$ cat src/ctt_params.svh
`ifndef CTT_PARAMS_SVH
`define CTT_PARAMS_SVH
// Register byte addresses on the APB
`define CTT_ADDR_PRIO     16'hFF20
`define CTT_ADDR_ENABLE   16'hFF22
`define CTT_ADDR_FLAGS    16'hFF24
`define CTT_ADDR_CTRL     16'hFF40
`define CTT_ADDR_COUNT    16'hFF41
`define CTT_ADDR_WIDTH    16
// Control register fields
`define CTT_CTRL_RUN      0
`define CTT_CTRL_CLEAR    1
`define CTT_CTRL_WDOG     2
`define CTT_CTRL_GATE     3
`define CTT_CTRL_SEL_LO   4
`define CTT_CTRL_SEL_HI   6
// Reset values
`define CTT_RST_BYTE      8'h00
`define CTT_RST_LEVEL     2'h0
// Tap bits for flag sources: 1, 2, 8, 32 Hz
`define CTT_TAP_1HZ       7
`define CTT_TAP_2HZ       6
`define CTT_TAP_8HZ       4
`define CTT_TAP_32HZ      2
// Timing
`define CTT_TICK_HZ       256
`define CTT_LOW_OSC_HZ    32768
`endif

$ cat src/ctt_pkg.sv
package ctt_pkg;
  typedef logic [1:0] ctt_level_t;
  typedef logic [7:0] ctt_byte_t;
endpackage

$ cat src/clock_tick_timer.sv
// The APB slave port is this design's own decision.
`timescale 1ns/1ps
`include "ctt_params.svh"

module clock_tick_timer
  import ctt_pkg::*;
#(
  parameter int LOW_OSC_HZ = `CTT_LOW_OSC_HZ
) (
  input  wire logic        ref_clk,
  input  wire logic        rst,
  input  wire logic        psel,
  input  wire logic        penable,
  input  wire logic        pwrite,
  input  wire logic [15:0] paddr,
  input  wire logic [31:0] pwdata,
  output logic      [31:0] prdata,
  output logic             pready,
  output logic             pslverr,
  input  wire logic        lowOscClk,
  input  wire logic        highOscClk,
  input  wire logic [1:0]  cpuMaskLevel,
  output logic             irqRequest,
  output ctt_level_t       irqLevel,
  output logic             watchdogClear,
  output logic             freqOutput
);

  localparam int TICK_DIV = LOW_OSC_HZ / `CTT_TICK_HZ;

  // ********************************
  // Parameter checks
  // ********************************
  // Divider of at least two, within the sixteen bit counter
  if (TICK_DIV < 2 || TICK_DIV > 65536) begin : g_bad_div
    $error("LOW_OSC_HZ gives a tick divider out of range");
  end

  // Oscillator rate a whole number of ticks
  if (LOW_OSC_HZ % `CTT_TICK_HZ != 0) begin : g_bad_rate
    $error("LOW_OSC_HZ must be a whole multiple of the tick rate");
  end

  // ********************************
  // Oscillator input synchronisers
  // ********************************
  logic [2:0] lowSync_r;
  logic [2:0] highSync_r;
  logic       lowOsc_r;
  logic       highOsc_r;
  logic       lowRise;
  logic       highRise;

  // Low oscillator three stage sync
  always_ff @(posedge ref_clk) begin
    if (rst) begin
      lowSync_r <= 3'h0;
      lowOsc_r  <= 1'b0;
    end else begin
      lowSync_r <= {lowSync_r[1:0], lowOscClk};
      if (lowSync_r[1] == lowSync_r[2])
        lowOsc_r <= lowSync_r[2];
    end
  end

  // High oscillator three stage sync
  always_ff @(posedge ref_clk) begin
    if (rst) begin
      highSync_r <= 3'h0;
      highOsc_r  <= 1'b0;
    end else begin
      highSync_r <= {highSync_r[1:0], highOscClk};
      if (highSync_r[1] == highSync_r[2])
        highOsc_r <= highSync_r[2];
    end
  end

  assign lowRise  = (lowSync_r[1] == lowSync_r[2]) && lowSync_r[2] && !lowOsc_r;
  assign highRise = (highSync_r[1] == highSync_r[2]) && highSync_r[2] && !highOsc_r;

  // ********************************
  // 256 Hz tick divider
  // ********************************
  logic [15:0] lowDiv_r;
  logic        tickFall;

  always_ff @(posedge ref_clk) begin
    if (rst)
      lowDiv_r <= 16'h0000;
    else if (lowRise)
      lowDiv_r <= (lowDiv_r == 16'(TICK_DIV - 1)) ? 16'h0000 : lowDiv_r + 16'h0001;
  end

  assign tickFall = lowRise && (lowDiv_r == 16'(TICK_DIV - 1));

  // ********************************
  // APB decode
  // ********************************
  logic wrEn;
  logic rdSetup;
  logic rdHit;
  logic selPrio;
  logic selEn;
  logic selFlag;
  logic selCtrl;
  logic selCount;

  assign selPrio  = paddr == `CTT_ADDR_PRIO;
  assign selEn    = paddr == `CTT_ADDR_ENABLE;
  assign selFlag  = paddr == `CTT_ADDR_FLAGS;
  assign selCtrl  = paddr == `CTT_ADDR_CTRL;
  assign selCount = paddr == `CTT_ADDR_COUNT;
  assign rdHit    = selPrio | selEn | selFlag | selCtrl | selCount;
  assign wrEn     = psel && penable && pwrite;
  // Read data captured in setup cycle
  assign rdSetup  = psel && !penable && !pwrite;
  assign pready   = 1'b1;
  assign pslverr  = psel && penable && !rdHit;

  // ********************************
  // Control registers
  // ********************************
  ctt_level_t  level_r;
  logic [3:0]  irqEn_r;
  logic [2:0]  freqSel_r;
  logic        freqGate_r;
  logic        runReq_r;
  logic        runAct_r;
  logic        clearPulse;

  always_ff @(posedge ref_clk) begin
    if (rst)
      level_r <= `CTT_RST_LEVEL;
    else if (wrEn && selPrio)
      level_r <= pwdata[1:0];
  end

  always_ff @(posedge ref_clk) begin
    if (rst)
      irqEn_r <= 4'h0;
    else if (wrEn && selEn)
      irqEn_r <= pwdata[3:0];
  end

  always_ff @(posedge ref_clk) begin
    if (rst) begin
      freqSel_r  <= 3'h0;
      freqGate_r <= 1'b0;
    end else if (wrEn && selCtrl) begin
      freqSel_r  <= pwdata[`CTT_CTRL_SEL_HI:`CTT_CTRL_SEL_LO];
      freqGate_r <= pwdata[`CTT_CTRL_GATE];
    end
  end

  always_ff @(posedge ref_clk) begin
    if (rst)
      runReq_r <= 1'b0;
    else if (wrEn && selCtrl)
      runReq_r <= pwdata[`CTT_CTRL_RUN];
  end

  assign clearPulse    = wrEn && selCtrl && pwdata[`CTT_CTRL_CLEAR];
  // Watchdog clear strobe
  assign watchdogClear = wrEn && selCtrl && pwdata[`CTT_CTRL_WDOG];

  // ********************************
  // Run control
  // ********************************

  always_ff @(posedge ref_clk) begin
    if (rst)
      runAct_r <= 1'b0;
    else if (tickFall)
      runAct_r <= runReq_r;
  end

  // ********************************
  // Counter
  // ********************************
  ctt_byte_t count_r;
  logic      countStep;

  assign countStep = tickFall && runAct_r;

  always_ff @(posedge ref_clk) begin
    if (rst)
      count_r <= `CTT_RST_BYTE;
    else if (clearPulse)
      count_r <= `CTT_RST_BYTE;
    else if (countStep)
      count_r <= count_r + 8'h01;
  end

  // ********************************
  // Interrupt flags
  // ********************************
  logic [3:0] tapVec;
  logic [3:0] tapPrev_r;
  logic [3:0] tapFall;
  logic [3:0] flag_r;
  logic       irqAny;

  assign tapVec = {count_r[`CTT_TAP_32HZ], count_r[`CTT_TAP_8HZ],
                   count_r[`CTT_TAP_2HZ], count_r[`CTT_TAP_1HZ]};

  always_ff @(posedge ref_clk) begin
    if (rst)
      tapPrev_r <= 4'h0;
    else
      tapPrev_r <= tapVec;
  end

  // Falling taps
  assign tapFall = tapPrev_r & ~tapVec;

  genvar gi;
  generate
    for (gi = 0; gi < 4; gi++) begin : g_flag
      always_ff @(posedge ref_clk) begin
        if (rst)
          flag_r[gi] <= 1'b0;
        else if (tapFall[gi])
          flag_r[gi] <= 1'b1;
        else if (wrEn && selFlag && pwdata[gi])
          flag_r[gi] <= 1'b0;
      end
    end
  endgenerate

  // Any enabled flag
  assign irqAny     = |(flag_r & irqEn_r);
  assign irqRequest = irqAny && (level_r > cpuMaskLevel);
  assign irqLevel   = level_r;

  // ********************************
  // Frequency output
  // ********************************
  logic [2:0] lowCnt_r;
  logic [2:0] highCnt_r;
  logic       freq_r;
  logic [2:0] srcCnt;
  logic       srcRise;
  logic       srcBit;

  // Low source edge counter
  always_ff @(posedge ref_clk) begin
    if (rst)
      lowCnt_r <= 3'h0;
    else if (lowRise)
      lowCnt_r <= lowCnt_r + 3'h1;
  end

  // High source edge counter
  always_ff @(posedge ref_clk) begin
    if (rst)
      highCnt_r <= 3'h0;
    else if (highRise)
      highCnt_r <= highCnt_r + 3'h1;
  end

  assign srcCnt  = freqSel_r[2] ? highCnt_r : lowCnt_r;
  assign srcRise = freqSel_r[2] ? highRise : lowRise;
  assign srcBit  = srcCnt[freqSel_r[1:0] - 2'h1];

  always_ff @(posedge ref_clk) begin
    if (rst)
      freq_r <= 1'b0;
    else if (!freqGate_r)
      freq_r <= 1'b0;
    else if (freqSel_r[1:0] == 2'h0)
      freq_r <= freqSel_r[2] ? highOsc_r : lowOsc_r;
    else if (srcRise)
      freq_r <= srcBit;
  end

  assign freqOutput = freq_r;

  // ********************************
  // Read data
  // ********************************
  logic [7:0] rdByte;

  always_comb begin
    rdByte = 8'h00;
    if (selPrio)
      rdByte = {6'h00, level_r};
    if (selEn)
      rdByte = {4'h0, irqEn_r};
    if (selFlag)
      rdByte = {4'h0, flag_r};
    if (selCtrl)
      rdByte = {1'b0, freqSel_r, freqGate_r, 2'h0, runReq_r | runAct_r};
    if (selCount)
      rdByte = count_r;
  end

  always_ff @(posedge ref_clk) begin
    if (rst)
      prdata <= 32'h0000_0000;
    else if (rdSetup)
      prdata <= {24'h00_0000, rdByte};
  end

endmodule // clock_tick_timer

$ cat config.mk
export PLATFORM = sky130hd
export DESIGN_NAME = clock_tick_timer
export DESIGN_NICKNAME = d
export VERILOG_FILES = /design/src/ctt_pkg.sv /design/src/clock_tick_timer.sv
export VERILOG_INCLUDE_DIRS = /design/src /design/src/src
export SDC_FILE = /design/constraint.sdc
export NUM_CORES = 1
export LEC_CHECK = 0
export BUFFER_PORTS_ARGS = -buffer_cell sky130_fd_sc_hd__buf_2
export CELL_PAD_IN_SITES_DETAIL_PLACEMENT = 2
export CELL_PAD_IN_SITES_GLOBAL_PLACEMENT = 2
export CORE_ASPECT_RATIO = 1.25
export CORE_UTILIZATION = 27
export DETAILED_ROUTE_END_ITERATION = 10
export PLACE_DENSITY = 0.78
export SYNTH_ARGS = -nofsm -noshare
export SYNTH_HDL_FRONTEND = slang
export SYNTH_SLANG_ARGS = --single-unit
$ cat constraint.sdc
create_clock -name ref_clk -period 1.72 [get_ports ref_clk]
set_clock_uncertainty 0.1 [all_clocks]
set_input_delay 0.086 -clock ref_clk [delete_from_list [all_inputs] [get_ports ref_clk]]
set_output_delay 0.086 -clock ref_clk [all_outputs]
set_load 0.01 [all_outputs]
==> flow_summary_export.csv <==
group,metric,value,unit
synth,synth.area.mux_share,0.0577,
hold_path,hold_path_class,"input pin to register",
cells_and_area,area_growth,38.7,%
synth,yosys.area_share.xor_xnor,0.0603,
drt,vias,3207,
setup_path,crit_slowest_cell,"dfxtp_2",
sta,slew_violations,0,
synth,yosysSeqAreaShare,0.402,
setup_path,worstPathCellList,"ha_4, nand4b_1, nor2_2, nand3_2, buf_6, o31ai_1, a21oi_2",
cts,cts_made_buffers,9,
cells_and_area,fin_nets,553,
synth,synth_ff_type,"dfxtp_1",
setup_path,start_kind,"register",
run_status,status,"complete, but fails checks",
drt,drtPass1Iterations,4,
sta,fin_crit,1.78,ns
setup_path,r2r_cells,7,
synth,yosysTopAreaCell,"dfxtp_1",
floorplan,die-area,0.0128,mm²
synth,syn_area,0.00334,mm²
synth,yosys_warnings,0,
drt,drt-met1-wl,4600,µm
sta,fmaxAchievable,561,MHz
setup_path,r2r_slack,-0.06,ns
drt,drt-initial-drc-count,109,
power_and_ir_drop,total_power,3.70,mW
run_status,violations,"negative setup slack",
cells_and_area,layoutNonFillerInstCount,656,
synth,yosys-top-cells-count,"dfxtp_1 (67), nor2_1 (55), buf_4 (26), nand2_1 (21), a21oi_1 (18)",
grt,first_global_vias,3719,
placed_design,pre_cts_ws,-0.224,ns
synth,syn_avg_cell_area,8.72,µm²
cells_and_area,post_route_cells_drive_above_1_share,0.337,
synth,synth_fa_ha_area_frac,0.0337,
floorplan,die_w,101,µm
sta,hold-worst-slack,0.0473,ns
placed_design,place_hpwl,7760,µm
setup_path,rr_startpoint,"lowSync_r[2]",
cts,cts-root-buf,"clkbuf_16",
sta,period_share,1.04,
synth,synthArstFlopShare,0,
sta,hold_viol_final,0,
floorplan,die_h,126,µm
drt,met3WireLength,409,µm
sta,rsz0062_at_grt,"true",
grt,grt_pass1_wl,19100,µm
grt,grt.overflow.total,0,
setup_path,cpPeakStageDelay,0.35,ns
sta,setup_viol,5,
setup_path,worst-path-max-fanout,3,
drt,postRouteAntennaNets,0,
synth,synth_top_cells_by_area,"dfxtp_1 (40%), nor2_1 (6.2%), buf_4 (5.8%)",
drt,wl_per_cell,18.5,µm
sta,setup_ws,-0.0616,ns
synth,yosysUniqueCellTypes,47,
drt,wirelength,12100,µm
synth,synth_compound_area_frac,0.0963,
grt,grt_antenna_before_repair,0,
power_and_ir_drop,power_leakage,1.86,nW
grt,grt_use_total,0.197,
setup_path,crit_type,"register to register",
placed_design,dpl.cell_count,620,
cts,insertion_delay,0.34,ns
synth,synth_top_family_by_area,"simple AND/OR/NAND/NOR gates",
setup_path,required,1.84,ns
job,cap_violations,0,
drt,met2_length,6660,µm
placed_design,gp_congestion,0.806,
power_and_ir_drop,ir_drop,0.312,mV
synth,synth_top_cell_area_share,0.402,
synth,synth-edff-count,0,
floorplan,coreArea,0.0121,mm²
grt,grt_max_degree,18,
synth,synth.most_common_cell,"dfxtp_1",
cts,cts.clk_slew.worst_paths,0.06,ns
cells_and_area,diodes,0,
setup_path,cp-endpoint,"count_r[5]",
sta,worstMarginPinSlew,0.506,ns
cts,cts.sinks,67,
cells_and_area,postLayoutCoreUtil,0.383,
drt,routed.top_layer,"met4",
drt,avgViaCountPerCell,4.89,
setup_path,end_kind,"register",
synth,synth_seq_cells,67,
cts,cts_buffer_depth,2,
floorplan,num_io_pins,96,
synth,synthSimpleGateAreaFrac,0.262,
placed_design,port_buffers,45,
setup_path,reg2reg_to,"count_r[5]",
power_and_ir_drop,cellPowerDensity,799,mW/mm²
sta,relSlewSlack,0.660,
cts,cts_tree,"yes",
drt,drcViolationCount,0,
cts,htree_levels,3,
setup_path,critical_path_arrival,1.90,ns
floorplan,initial_core_util,0.276,
setup_path,startpoint,"lowSync_r[2]",
floorplan,fp-row-count,45,
synth,syn_inst,383,
[critical path: cells and delay by family (launching register included)]
kind	cells	cell delay (ns)
compound gates	2	0.39
fa+ha+maj	1	0.14
buf+inv	1	0.15
flops	1	0.35
simple gates	3	0.53
[power by group]
part	total [mW]	switching (mW)	internal [mW]
Sequential	1.57	0.00950	1.56
Clock	1.89	0.729	1.16
Combinational	0.234	0.139	0.0950
[per-stage QoR]
step	cell area (µm²)	setup TNS (ns)
after floorplan	3480	-0.192
after CTS	4500	-0.0572
after global placement	3990	-3.07
after detailed placement	3990	-5.54
final	4630	-0.194
after global routing	4630	-1.11
[timing repair]
action / CTS / global route
hold buffers: 9 / 0
gates cloned: 1 / 0
endpoints found under the setup margin: 21 / 21
endpoints found under the hold margin: 11 / 0
resized for setup: 15 / 28
setup buffers: 8 / 2
pin swaps: 12 / 24
[cell type report]
| class | instances | area [µm²] |
|---|---|---|
| fill | 1334 | 7470 |
| multi-input combinational | 290 | 1990 |
| sequential | 67 | 1350 |
| timing repair buffer | 109 | 739 |
| clock buffer | 10 | 239 |
| tap | 164 | 205 |
| clock inverter | 6 | 63.8 |
| inverter | 10 | 37.5 |
[layout by cell type, fill, tap and decap left out, types with 11 or more instances in the layout]
| master | n |
|---|---|
| buf_2 | 45 |
| buf_4 | 52 |
| nor2_1 | 46 |
| mux2i_1 | 17 |
| xor2_1 | 11 |
| conb_1 | 25 |
| nand4_1 | 11 |
| dfxtp_1 | 59 |
| nor2b_1 | 12 |
| nand2_1 | 21 |
| nand3_1 | 12 |
| a21oi_1 | 15 |
[flip-flops by register name, indices dropped and copies added, names as in the netlist]
| name | cells |
|---|---|
| lowCnt_r | 3 |
| runAct_r | 1 |
| freqSel_r | 3 |
| freqGate_r | 1 |
| highSync_r | 3 |
| highOsc_r | 1 |
| irqLevel | 2 |
| lowDiv_r | 16 |
| freqOutput | 1 |
| runReq_r | 1 |
| highCnt_r | 3 |
| lowOsc_r | 1 |
| prdata | 8 |
| flag_r | 4 |
| lowSync_r | 3 |
| count_r | 8 |
| tapPrev_r | 4 |
| irqEn_r | 4 |
[worst min path at each step]
| stage | from | end | slack (ns) | cells after the start |
|---|---|---|---|---|
| after floorplan | highOscClk | highSync_r[0] | 0.11 | 1 |
| after global placement | lowOscClk | lowSync_r[0] | 0.19 | 2 |
| after detailed placement | highOscClk | highSync_r[0] | 0.21 | 2 |
| after CTS | rst | runReq_r | 0.06 | 2 |
| after global routing | rst | freqSel_r[2] | 0.06 | 2 |
| final | rst | freqSel_r[1] | 0.05 | 2 |
[per-layer routing]
| metal | vias to the layer above | global-route usage |
|---|---|---|
| met1 | 1585 | 0.197 |
| li1 | 1499 | - |
| met5 | - | 0 |
| met3 | 36 | 0.0435 |
| met2 | 87 | 0.372 |
| met4 | 0 | 0.104 |
[kinds of logic (layout without fill, tap and decap cells)]
kind of cell / after synthesis / count (layout)
AO/OA/AOI/OAI: 50 / 50
XOR/XNOR: 23 / 23
adder cells (fa/ha/maj): 9 / 9
buffers and inverters: 50 / 135
flip-flops: 67 / 67
multiplexers: 19 / 19
other: 2 / 25
AND/OR/NAND/NOR: 163 / 164
No activity file was read; power rests on OpenSTA's default activity.
